### src/wdt_regs.svh
// address map, key values, option field positions and timing counts
`ifndef WDT_REGS_SVH
`define WDT_REGS_SVH

// addresses on the cpu access port
`define WDT_OPT_ADDR     20'h000c0
`define WDT_KEY_ADDR     20'hfffab

// key register values
`define WDT_KEY_VALUE    8'hac
`define WDT_KEY_RD_ON    8'h9a
`define WDT_KEY_RD_OFF   8'h1a

// option byte field positions
`define WDT_OPT_IRQ_BIT  7
`define WDT_OPT_WIN_HI   6
`define WDT_OPT_WIN_LO   5
`define WDT_OPT_RUN_BIT  4
`define WDT_OPT_OVF_HI   3
`define WDT_OPT_OVF_LO   1
`define WDT_OPT_STBY_BIT 0

// window selection codes
`define WDT_WIN_50       2'h1
`define WDT_WIN_75       2'h2

// bit of the reset-cause register owned by the watchdog
`define WDT_CAUSE_BIT    4

// counter width
`define WDT_CNT_W        17

// clock rates and the derived low-speed tick divider
`define WDT_SYS_CLK_HZ   20000000
`define WDT_LSO_HZ       15000
`define WDT_LSO_DIV      (`WDT_SYS_CLK_HZ / `WDT_LSO_HZ)

`endif

### src/wdt_pkg.sv
// types shared by the watchdog modules
`include "wdt_regs.svh"

package wdt_pkg;

	typedef enum logic [1:0] {
		ST_LOAD,
		ST_RUN,
		ST_OFF
	} wdt_state_e;

	typedef struct packed {
		wdt_state_e              state;
		logic [7:0]              opt;
		logic [`WDT_CNT_W-1:0]   cnt;
		logic                    clr_pend;
		logic                    first_done;
		logic                    irq_done;
		logic                    hs_prev;
		logic                    rst_req;
		logic                    irq;
		logic                    cause;
		logic [7:0]              rdata;
	} wdt_core_s;

	typedef struct packed {
		logic [15:0] cnt;
	} wdt_tick_s;

endpackage

### src/wdt_tick.sv
// divider that makes the low-speed oscillator tick and half-tick enables
`timescale 1ns/1ps

module wdt_tick #(
	parameter int DIV = 1333
) (
	input  wire logic sys_clk_i,
	input  wire logic sys_rst_i,
	output logic      tick_o,
	output logic      half_o
);
	import wdt_pkg::*;

	wdt_tick_s tick_reg;
	wdt_tick_s tick_next;

	// free-running count, wraps once per low-speed period
	always_comb begin
		tick_next = tick_reg;
		if (tick_reg.cnt == 16'(DIV - 1)) begin
			tick_next.cnt = 16'h0000;
		end else begin
			tick_next.cnt = tick_reg.cnt + 16'h0001;
		end
	end

	always_ff @(posedge sys_clk_i) begin
		if (sys_rst_i) begin
			tick_reg <= '0;
		end else begin
			tick_reg <= tick_next;
		end
	end

	// half fires mid-period, so it lags each tick by half a period
	assign tick_o = (tick_reg.cnt == 16'(DIV - 1));
	assign half_o = (tick_reg.cnt == 16'(DIV / 2 - 1));

endmodule

### src/wdt_top.sv
// windowed watchdog timer core with key register and option byte
`timescale 1ns/1ps
`include "wdt_regs.svh"

module wdt_top #(
	parameter int LSO_DIV = `WDT_LSO_DIV
) (
	input  wire logic        sys_clk_i,
	input  wire logic        sys_rst_i,
	input  wire logic [7:0]  opt_byte_i,
	input  wire logic [19:0] cpu_addr_i,
	input  wire logic        cpu_wr_i,
	input  wire logic        cpu_rd_i,
	input  wire logic        cpu_bit_op_i,
	input  wire logic [7:0]  cpu_wdata_i,
	input  wire logic        halt_i,
	input  wire logic        stop_i,
	input  wire logic        snooze_i,
	input  wire logic        cause_clr_i,
	output logic [7:0]       cpu_rdata_o,
	output logic             wdg_reset_req_o,
	output logic             interval_irq_o,
	output logic [7:0]       reset_cause_register_o
);
	import wdt_pkg::*;

	localparam int CW = `WDT_CNT_W;
	localparam wdt_core_s RST_VAL = '{state: ST_LOAD, default: '0};

	wdt_core_s       core_reg;
	wdt_core_s       core_next;

	logic            lso_tick;
	logic            lso_half;
	logic [4:0]      ovf_shift;
	logic [CW-1:0]   ovf_len;
	logic [CW-1:0]   ovf_last;
	logic [CW-1:0]   win_limit;
	logic [CW-1:0]   irq_pt;
	logic            win_closed;
	logic            frozen;
	logic            hs_now;
	logic            hs_exit;
	logic            key_hit;
	logic            key_val_ok;
	logic            bad_bit;
	logic            bad_val;
	logic            bad_win;
	logic            key_ok;
	logic            cnt_step;
	logic            ovf_hit;
	logic            irq_hit;
	logic            err;
	logic [1:0]      win_sel;
	logic [7:0]      opt_now;

	// low-speed oscillator modelled as a tick enable on the system clock
	wdt_tick #(
		.DIV (LSO_DIV)
	) u_tick (
		.sys_clk_i (sys_clk_i),
		.sys_rst_i (sys_rst_i),
		.tick_o    (lso_tick),
		.half_o    (lso_half)
	);

	// overflow select to power of two
	function automatic logic [4:0] ovf_bits(input logic [2:0] sel);
		logic [4:0] b;
		b = 5'h06;
		case (sel)
			3'h0: b = 5'h06;
			3'h1: b = 5'h07;
			3'h2: b = 5'h08;
			3'h3: b = 5'h09;
			3'h4: b = 5'h0b;
			3'h5: b = 5'h0d;
			3'h6: b = 5'h0e;
			default: b = 5'h10;
		endcase
		return b;
	endfunction

	// option decode: overflow length and interval point
	assign ovf_shift = ovf_bits(core_reg.opt[`WDT_OPT_OVF_HI:`WDT_OPT_OVF_LO]);
	assign ovf_len   = CW'(1) << ovf_shift;
	assign ovf_last  = ovf_len - CW'(1);
	assign irq_pt    = ovf_len - (ovf_len >> 2);
	assign win_sel   = core_reg.opt[`WDT_OPT_WIN_HI:`WDT_OPT_WIN_LO];

	// read view of the option: the strap itself until it has been caught
	assign opt_now   = (core_reg.state == ST_LOAD) ? opt_byte_i :
	                   core_reg.opt;

	// closed part of the window; prohibited code falls back to fully open
	always_comb begin
		win_limit = '0;
		if (core_reg.opt[`WDT_OPT_STBY_BIT]) begin
			case (win_sel)
				`WDT_WIN_50: win_limit = ovf_len >> 1;
				`WDT_WIN_75: win_limit = ovf_len >> 2;
				default:     win_limit = '0;
			endcase
		end
	end

	assign win_closed = (core_reg.cnt < win_limit);

	// standby handling
	assign hs_now  = halt_i | stop_i;
	assign frozen  = !core_reg.opt[`WDT_OPT_STBY_BIT] &&
	                 (hs_now || snooze_i);
	assign hs_exit = core_reg.hs_prev && !hs_now &&
	                 !core_reg.opt[`WDT_OPT_STBY_BIT];

	// key register write checks, bit access checked before the value
	assign key_hit    = cpu_wr_i && (cpu_addr_i == `WDT_KEY_ADDR);
	assign key_val_ok = (cpu_wdata_i == `WDT_KEY_VALUE);
	assign bad_bit    = key_hit && cpu_bit_op_i;
	assign bad_val    = key_hit && !cpu_bit_op_i && !key_val_ok;
	assign bad_win    = key_hit && !cpu_bit_op_i && key_val_ok &&
	                    core_reg.first_done && win_closed;
	assign key_ok     = key_hit && !cpu_bit_op_i && key_val_ok && !bad_win;

	// a pending or same-cycle clear masks the overflow: a late key saves us
	assign cnt_step = lso_tick && (core_reg.state == ST_RUN) && !frozen;
	assign ovf_hit  = cnt_step && !core_reg.clr_pend && !key_ok &&
	                  (core_reg.cnt == ovf_last);
	// only the exact count fires the irq: no stray irq after a clear
	assign irq_hit  = core_reg.opt[`WDT_OPT_IRQ_BIT] && lso_half &&
	                  (core_reg.state == ST_RUN) && !frozen &&
	                  !core_reg.irq_done && (core_reg.cnt == irq_pt);
	assign err      = bad_bit | bad_val | bad_win | ovf_hit;

	// next-state logic for the whole core
	always_comb begin
		core_next         = core_reg;
		core_next.rst_req = 1'b0;
		core_next.irq     = 1'b0;
		core_next.rdata   = 8'h00;
		core_next.hs_prev = hs_now;
		case (core_reg.state)
			ST_LOAD: begin
				// option byte is caught one cycle after reset release
				core_next.opt   = opt_byte_i;
				core_next.state = opt_byte_i[`WDT_OPT_RUN_BIT] ?
				                  ST_RUN : ST_OFF;
			end
			ST_RUN: begin
				if (hs_exit) begin
					core_next.cnt      = '0;
					core_next.clr_pend = 1'b0;
					core_next.irq_done = 1'b0;
				end else if (cnt_step) begin
					if (core_reg.clr_pend) begin
						core_next.cnt      = '0;
						core_next.clr_pend = 1'b0;
						core_next.irq_done = 1'b0;
					end else begin
						core_next.cnt = core_reg.cnt + CW'(1);
					end
				end
				if (irq_hit) begin
					core_next.irq      = 1'b1;
					core_next.irq_done = 1'b1;
				end
			end
			ST_OFF: begin
				// counting disabled by the option byte; checks still apply
				core_next.cnt = '0;
			end
			default: begin
				core_next.state = ST_LOAD;
			end
		endcase
		// a valid key only arms the clear; the next tick carries it out
		if (key_ok) begin
			core_next.clr_pend   = 1'b1;
			core_next.first_done = 1'b1;
		end
		// cause flag: set wins over a clear in the same cycle
		if (cause_clr_i) begin
			core_next.cause = 1'b0;
		end
		if (err) begin
			core_next.cause      = 1'b1;
			core_next.rst_req    = 1'b1;
			core_next.state      = ST_LOAD;
			core_next.cnt        = '0;
			core_next.clr_pend   = 1'b0;
			core_next.first_done = 1'b0;
			core_next.irq_done   = 1'b0;
		end
		// reads; the key register never echoes what was written
		if (cpu_rd_i && (cpu_addr_i == `WDT_KEY_ADDR)) begin
			core_next.rdata = opt_now[`WDT_OPT_RUN_BIT] ?
			                  `WDT_KEY_RD_ON : `WDT_KEY_RD_OFF;
		end else if (cpu_rd_i && (cpu_addr_i == `WDT_OPT_ADDR)) begin
			core_next.rdata = opt_now;
		end
	end

	// single state register
	always_ff @(posedge sys_clk_i) begin
		if (sys_rst_i) begin
			core_reg <= RST_VAL;
		end else begin
			core_reg <= core_next;
		end
	end

	// outputs straight from the state register
	assign cpu_rdata_o     = core_reg.rdata;
	assign wdg_reset_req_o = core_reg.rst_req;
	assign interval_irq_o  = core_reg.irq;
	always_comb begin
		reset_cause_register_o = 8'h00;
		reset_cause_register_o[`WDT_CAUSE_BIT] = core_reg.cause;
	end
endmodule

### config.mk
export PLATFORM = sky130hd
export DESIGN_NAME = wdt_top
export DESIGN_NICKNAME = d
export VERILOG_FILES = /design/src/wdt_pkg.sv /design/src/wdt_tick.sv /design/src/wdt_top.sv
export VERILOG_INCLUDE_DIRS = /design/src /design/src/src
export SDC_FILE = /design/constraint.sdc
export NUM_CORES = 1
export LEC_CHECK = 0
export BUFFER_PORTS_ARGS = -buffer_cell sky130_fd_sc_hd__buf_2
export CORE_AREA = 4 4 89 91
export CTS_CLUSTER_DIAMETER = 30
export DETAILED_ROUTE_END_ITERATION = 6
export DIE_AREA = 0 0 93 95
export PLACE_DENSITY = 0.9
export SLEW_MARGIN = 15
export SYNTH_ARGS = -nofsm -noshare
export SYNTH_HDL_FRONTEND = slang
export SYNTH_HIERARCHICAL = 1
export SYNTH_SLANG_ARGS = --single-unit
### constraint.sdc
create_clock -name sys_clk_i -period 5.05 [get_ports sys_clk_i]
set_clock_uncertainty 0.2 [all_clocks]
set_input_delay 1.2625 -clock sys_clk_i [delete_from_list [all_inputs] [get_ports sys_clk_i]]
set_output_delay 1.2625 -clock sys_clk_i [all_outputs]
set_load 0.01 [all_outputs]
==> results.cfg, run 1 <==
[power_and_ir_drop]
p_per_area_mw_per_mm2 = 273
combPwrFrac = 0.199
seqPwrFrac = 0.398
power.switching_mw = 0.358
p_total_mw = 1.26
power_frac_clock = 0.403
irDropWorstVdd_v = 0.000183
p_int_mw = 0.906
p_leak_nw = 1.85
swShare = 0.283

[yosys]
syn_area_mm2 = 0.00418
synth.distinct_cells = 68
avgSynthCellArea_um2 = 7.98
synth.ff_latch_count = 58
synth_enable_flop_cells = 0
netlist_top_cells_area = dfxtp_1, ha_1, nor2_1, xnor2_1, nand2_1
synthCells = 524
ys.flop_type = dfxtp_1
synthArstFlopShare = 0
yosysWarnings = 6
yosys.area.top_type = dfxtp_1
yosys.area.top_type_share = 0.278
seq_area_frac_synth = 0.278
synthMostInstantiatedCell = nor2_1
netlist_top_cells_count = nor2_1, dfxtp_1, nand2_1

[route]
drc = 0
wl_um = 10800
wire_per_inst_um = 16.0
via_count = 4034
viasPerCell = 5.99
postRouteAntennaNets = 0
drtIter0Drc = 376
firstDrtPassIters = 5

[clocking]
clock_sinks = 58
insertion_delay_ps = 340
clockRootBuffer = clkbuf_8
numCtsBuffers = 9
clkSlewWorstSetupHoldPaths_ps = 60
cts_tree = built
cts_buffer_depth = 2
htree_levels = 3
cts_resized = 0
cts_setup_buffers = 0
ctsHoldBuffers = 0

[die]
core_area_mm2 = 0.00714
die_area_mm2 = 0.00884
floorplan.initialDensity = 0.586
die_w_um = 93
io_pins = 63
die_y_um = 95
rows = 31

[finish]
final_cells = 674
n_fill_cell = 604
largest_register_ffs = 31
final_nets = 648
area_delta_synth_final_pct = 10.8
n_antenna_cell = 0
postLayoutCellArea_mm2 = 0.00464
drive_gt1_frac = 0.169
fin_util = 0.650

[timing]
rsz0062_at_grt = false
finalCritPeriodShare = 0.776
min_period_ps = 3920
relSlewSlack = 0.390
report.final.slew_viol_count = 0
finalHoldViolCount = 0
fmax_mhz = 255
whs_ps = 278
setup_viol = 0
fin_tns_setup_ps = 0
worst_pin_slew_ps = 909
fin_ws_ps = 1130

[placed_design]
placement.cell_area_mm2 = 0.00440
numPlacedInstances = 658
place_ws_ps = 1270
portBuffers = 55
gp_congestion = 0.929
dp_hpwl_um = 8100

[global_routing]
grt_antenna_before_repair = 0
grt.busiest_layer = met2
gr-usage-met2 = 0.439
grt_overflow_total = 0
grt_max_degree = 26
grt_use_total = 0.242
grt_pass1_wl_um = 17200
use_met1 = 0.281
gr-usage-met3 = 0.0566
first_global_vias = 3682

[min_path]
hold_path_startpoint = core_reg[12]
whs_endpoint = core_reg[12]
min_path_cells = 2
hold_path.class = flop to flop

[worst_setup_path]
crit_path_start = core_reg[37]
critPathArrivalTime_ps = 3920
r2r_end = core_reg[25]
r2r.worst_path.cells = 13
critical_path.endpoint_type = flop
cp_max_fo = 21
crit-reg2reg-launch = core_reg[37]
critical_path_class = flop to flop
critPathRequiredTime_ps = 5050
r2r_slack_ps = 1130
cp-start-kind = flop

[outcome]
status = finished, final reports clean

[flow_run]
max_cap_violations = 0
## worst max-delay path by stage
stage / endpoint / slack [ps] / cells past startpoint
5_1_grt: core_reg[17] / 920 / 13
3_3_place_gp: core_reg[31] / 1450 / 8
2_1_floorplan: core_reg[29] / 2080 / 13
4_1_cts: core_reg[25] / 1180 / 13
6_report: core_reg[25] / 1130 / 13
3_5_place_dp: core_reg[17] / 1270 / 13
## metal layers
metal  up-vias  wire length, um
met1      1873             4200
met3        36              852
li1       1938                -
met4         0              284
met2       187             5460
met5         -                0
## placed cells by master (no fill, tap or decap), drive strengths merged, types with 4 or more instances in the layout
cell type | synthesis | routed
a211oi | 5 | 5
a21oi | 31 | 31
a31oi | 5 | 5
and2 | 9 | 9
and3 | 8 | 8
buf | 27 | 55
clkbuf | 9 | 11
conb | 2 | 18
dfxtp | 58 | 58
ha | 33 | 33
inv | 23 | 23
mux2i | 9 | 9
nand2 | 45 | 45
nand2b | 5 | 5
nand3 | 18 | 18
nand4 | 15 | 15
nor2 | 74 | 74
nor2b | 4 | 4
nor3 | 13 | 13
nor3b | 5 | 5
nor4 | 19 | 19
nor4b | 4 | 4
o211ai | 5 | 5
o21ai | 22 | 22
or3 | 8 | 8
xnor2 | 21 | 21
xor2 | 5 | 5
## power by group through the flow
stage / Combinational [mW] / Sequential, mW / Clock [mW]
after floorplan: 0.210 / 0.494 / 0
after global placement: 0.235 / 0.510 / 0
after detailed placement: 0.245 / 0.512 / 0
after CTS: 0.248 / 0.502 / 0.516
after global routing: 0.277 / 0.505 / 0.537
final: 0.252 / 0.502 / 0.509
## logic make-up (layout without fill, tap and decap cells)
family	Yosys count	count (layout)	synth area share
xor gates and xnor gates	26	26	0.0544
and+or+nand+nor	242	242	0.312
muxes	9	9	0.0215
other	2	18	0.00179
adders and majority gates	33	33	0.0987
DFF	58	58	0.278
AOI/OAI and AO/OA	95	95	0.156
buffers and inverters	59	94	0.0784
## worst max-delay path, cell delays in order (launching register included)
cell and delay [ps]:
dfxtp_1 360, inv_1 50, ha_1 300, nor2b_1 290, and2_1 280, nand2_1 110
ha_1 300, o21ai_0 70, a21oi_1 70, a2111oi_0 490, o211ai_1 230, and4_1 260
a31oi_4 620, nor2_1 130
## final cells by class
cell class	count	area, um2	share of cell area
sequential	58	1160	0.250
timing repair buffer	55	275	0.0594
multi-input combinational	423	2760	0.594
clock buffer	11	131	0.0283
inverter	23	86.3	0.0186
tap	99	124	0.0267
clock inverter	5	103	0.0221
Note: power is estimated with default switching activity, not from simulation.
==> run 2: changes to the inputs <==
Settings changed: CORE_AREA 4 4 89 91 to 4 4 95 97, DIE_AREA 0 0 93 95 to 0 0 99 101, PLACE_DENSITY 0.9 to 0.84.
Clock period 5.05 ns to 3.5 ns, I/O delays scaled along.
==> results.cfg, run 2 (synthesis gave the netlist of run 1 again) <==
[outcome]
status = finished, final reports clean

[flow_run]
max_cap_violations = 0

[die]
rows = 33
io_pins = 63
core_area_mm2 = 0.00813
floorplan.initialDensity = 0.514
die_y_um = 101
die_area_mm2 = 0.0100
die_w_um = 99

[power_and_ir_drop]
p_per_area_mw_per_mm2 = 350
p_leak_nw = 1.86
irDropWorstVdd_v = 0.000198

[timing]
worst_pin_slew_ps = 772
fin_tns_setup_ps = 0
min_period_ps = 3350
fin_ws_ps = 150
finalHoldViolCount = 0
fmax_mhz = 299
finalCritPeriodShare = 0.957
report.final.slew_viol_count = 0
setup_viol = 0
relSlewSlack = 0.482
rsz0062_at_grt = false

[clocking]
htree_levels = 3
cts_tree = built
clock_sinks = 58
cts_setup_buffers = 0
clockRootBuffer = clkbuf_8
numCtsBuffers = 9
cts_buffer_depth = 2
insertion_delay_ps = 340
clkSlewWorstSetupHoldPaths_ps = 70

[finish]
mostFrequentLayoutCells = nor2_1, dfxtp_1, buf_2, nand2_1, ha_1
n_antenna_cell = 0
area_delta_synth_final_pct = 11.1
drive_gt1_frac = 0.184
layout_commonest_cell = nor2_1
largest_register_ffs = 31
postLayoutCellArea_mm2 = 0.00465
n_fill_cell = 710
final_nets = 657

[worst_setup_path]
critPathArrivalTime_ps = 3330
critical_path_class = flop to flop
critPathRequiredTime_ps = 3480
cp-endpoint = core_reg[29]
crit_path_start = core_reg[37]
r2r_end = core_reg[29]
crit-reg2reg-launch = core_reg[37]
r2r.worst_path.cells = 14
cp_max_fo = 21
r2r_slack_ps = 150
critical_path.endpoint_type = flop
cp-start-kind = flop

[placed_design]
dp_hpwl_um = 8330
gp_congestion = 0.928
placement.cell_area_mm2 = 0.00449
portBuffers = 55
place_ws_ps = 230

[global_routing]
grt_overflow_total = 0
grt_max_degree = 22
grt_pass1_wl_um = 17800
first_global_vias = 3926
grt_use_total = 0.216
grt_antenna_before_repair = 0

[min_path]
hold_path.class = flop to flop

[route]
drc = 0
wire_per_inst_um = 15.7
postRouteAntennaNets = 0
drtIter0Drc = 350
via_count = 4079
wl_um = 10800
viasPerCell = 5.93
firstDrtPassIters = 6
run 2: changes by cell type in the layout (fill, tap and decap cells not counted), sizes merged:
| cell | change |
|---|---|
| clkbuf | -2 |
| clkinv | +3 |
| bufinv | -3 |
| buf | +9 |
| clkinvlp | +1 |
run 2: report_power, final:
part	internal (mW)	switching (mW)
Clock	0.247	0.270
Sequential	0.681	0.0264
Combinational	0.171	0.231
Total	1.10	0.527
run 2: worst min-delay path by stage:
stage | start | endpoint | slack (ps) | cells past startpoint
2_1_floorplan | reset_cause_register_o[4] | reset_cause_register_o[4] | 230 | 2
3_3_place_gp | reset_cause_register_o[4] | reset_cause_register_o[4] | 240 | 2
3_5_place_dp | core_reg[12] | core_reg[12] | 260 | 2
4_1_cts | core_reg[12] | core_reg[12] | 270 | 2
5_1_grt | core_reg[12] | core_reg[12] | 280 | 2
6_report | core_reg[12] | core_reg[12] | 270 | 2
run 2: worst max-delay path, cell delays in order (launching register included):
cell,delay (ps)
dfxtp_1,360
inv_1,50
ha_1,300
nor2b_1,220
and2_1,250
nand2_1,80
ha_1,300
a21oi_1,140
o211ai_1,140
a211oi_1,300
o211ai_1,170
and4_1,250
a31oi_4,180
buf_12,200
a211oi_2,50
run 2: layout make-up:
cell class	count	area (um2)	area share
clock buffers	9	124	0.0266
clock inverters	6	35.0	0.00753
flip-flops and latches	58	1160	0.250
repair buffers	64	355	0.0764
multi-input cells	423	2760	0.593
inverters	23	86.3	0.0186
well taps	105	131	0.0283
run 2: timing repair:
action,CTS,global route
hold endpoints to repair,0,0
hold buffers,0,0
endpoints found under the setup margin,0,19
gates resized for setup,0,1
run 2: stage by stage:
step,util,hold WS [ps],total power [mW],instances
detailed placement,0.552,257,1.12,673
finish,0.572,268,1.63,688
global placement,0.552,238,1.10,673
global route,0.572,284,1.71,688
CTS,0.571,270,1.63,688
floorplan,-,226,1.02,540
run 2: routing by layer:
metal  wire length [um]  part of all wire  vias up  track usage
li1                   -                 -     1959            -
met1               4510              0.42     1919        0.257
met2               5370              0.50      164        0.367
met3                585             0.054       37       0.0484
met4                328             0.030        0        0.106
met5                  0                 0        -            0
==> run 3: changes to the inputs <==
Settings changed: BUFFER_PORTS_ARGS -buffer_cell sky130_fd_sc_hd__buf_2 to -buffer_cell sky130_fd_sc_hd__buf_4, CTS_BUF_LIST set to sky130_fd_sc_hd__clkbuf_4 sky130_fd_sc_hd__clkbuf_8 sky130_fd_sc_hd__clkbuf_16, SLEW_MARGIN 15 to not set.
==> results.cfg, run 3 (synthesis gave the netlist of run 1 again) <==
[worst_setup_path]
crit-reg2reg-launch = core_reg[37]
r2r_end = core_reg[30]
r2r_slack_ps = 240
critPathRequiredTime_ps = 3500
critical_path.endpoint_type = flop
critPathArrivalTime_ps = 3270
cp-start-kind = flop
critical_path_class = flop to flop
r2r.worst_path.cells = 14
cp_max_fo = 21

[power_and_ir_drop]
p_per_area_mw_per_mm2 = 381
combPwrFrac = 0.226
swShare = 0.289
seqPwrFrac = 0.383
power_frac_clock = 0.391
p_int_mw = 1.31
irDropWorstVdd_v = 0.000271
p_leak_nw = 1.94
power.switching_mw = 0.535

[route]
firstDrtPassIters = 5
wire_per_inst_um = 15.9
postRouteAntennaNets = 0
drtIter0Drc = 303
drc = 0
viasPerCell = 5.85
wl_um = 10900
via_count = 4023

[die]
die_w_um = 99
rows = 33
floorplan.initialDensity = 0.514
die_y_um = 101
io_pins = 63
die_area_mm2 = 0.0100
core_area_mm2 = 0.00813

[timing]
finalCritPeriodShare = 0.933
finalHoldViolCount = 0
report.final.slew_viol_count = 0
setup_viol = 0
fin_ws_ps = 236
min_period_ps = 3260
rsz0062_at_grt = false
relSlewSlack = 0.487
fmax_mhz = 306
whs_ps = 268
fin_tns_setup_ps = 0
worst_pin_slew_ps = 763

[clocking]
clock_sinks = 58
htree_levels = 3
cts_buffer_depth = 2
clockRootBuffer = clkbuf_8
insertion_delay_ps = 350
cts_tree = built
clkSlewWorstSetupHoldPaths_ps = 60
numCtsBuffers = 9

[global_routing]
grt_max_degree = 22
grt_use_total = 0.218
grt_overflow_total = 0
grt_pass1_wl_um = 18000
first_global_vias = 3853
grt_antenna_before_repair = 0

[finish]
postLayoutCellArea_mm2 = 0.00485
n_antenna_cell = 0
n_fill_cell = 689
area_delta_synth_final_pct = 16.0
drive_gt1_frac = 0.185
multi_input_area_mm2 = 0.00276
layout_commonest_cell = nor2_1
layout.area.seq_mm2 = 0.00116
final_nets = 656
largest_register_ffs = 31
mostFrequentLayoutCells = nor2_1, buf_4, dfxtp_1, nand2_1, ha_1

[placed_design]
place_ws_ps = 290
placement.cell_area_mm2 = 0.00462
portBuffers = 55
dp_hpwl_um = 8220
gp_congestion = 0.931

[min_path]
hold_path_startpoint = core_reg[12]
hold_path.class = flop to flop
whs_endpoint = core_reg[12]
min_path_cells = 2

[outcome]
status = finished, final reports clean

[flow_run]
max_cap_violations = 0
-- run 3: routing by layer --
layer,track usage,wire length (um),vias to the layer above
met5,0,0,-
met2,0.382,5550,131
li1,-,-,1952
met1,0.276,4610,1921
met4,0.0630,176,0
met3,0.0374,575,19
-- run 3: how the worst max path moves through the flow --
stage                     slack (ps)  cells after the start         start            to
after detailed placement         290                      8        stop_i  core_reg[31]
final                            240                     14  core_reg[37]  core_reg[30]
after CTS                        230                     14  core_reg[37]  core_reg[31]
after global placement           240                      8        stop_i  core_reg[31]
after floorplan                  530                     13  core_reg[33]  core_reg[29]
after global routing               3                     14  core_reg[37]  core_reg[30]
-- run 3: repair_timing --
action | CTS | global route
hold buffers | 0 | 0
setup endpoints to repair | 0 | 7
setup buffers | 0 | 0
resized for setup | 0 | 1
-- run 3: worst max-delay path, stage by stage (launching register included) --
cell      delay [ps]
dfxtp_1          350
inv_1             50
ha_1             330
nor2b_2          210
and2_1           230
nand2_1           70
ha_1             290
a21oi_1          150
o211ai_1         120
a211oi_1         300
o211ai_1         150
and4_1           240
a31oi_4          180
buf_12           200
a311oi_1          60
-- run 3: per-stage QoR --
| stage | utilization | total power [mW] | instances |
|---|---|---|---|
| after global routing | 0.597 | 1.94 | 688 |
| after global placement | 0.568 | 1.12 | 672 |
| after detailed placement | 0.568 | 1.13 | 672 |
| after CTS | 0.597 | 1.85 | 688 |
| final | 0.597 | 1.85 | 688 |
| after floorplan | - | 1.02 | 540 |
-- run 3: power by group through the flow --
| stage | logic (mW) | clock network (mW) | registers [mW] |
|---|---|---|---|
| floorplan | 0.303 | 0 | 0.713 |
| global placement | 0.395 | 0 | 0.722 |
| detailed placement | 0.406 | 0 | 0.724 |
| CTS | 0.410 | 0.732 | 0.708 |
| global route | 0.465 | 0.763 | 0.712 |
| finish | 0.417 | 0.724 | 0.709 |
-- run 3: layout make-up --
class | instances | area share
Clock buffer | 12 | 0.0327
Clock inverter | 4 | 0.0152
Inverter | 23 | 0.0178
Multi-Input combinational cell | 423 | 0.568
Sequential cell | 58 | 0.239
Tap cell | 105 | 0.0271
Timing Repair Buffer | 63 | 0.100
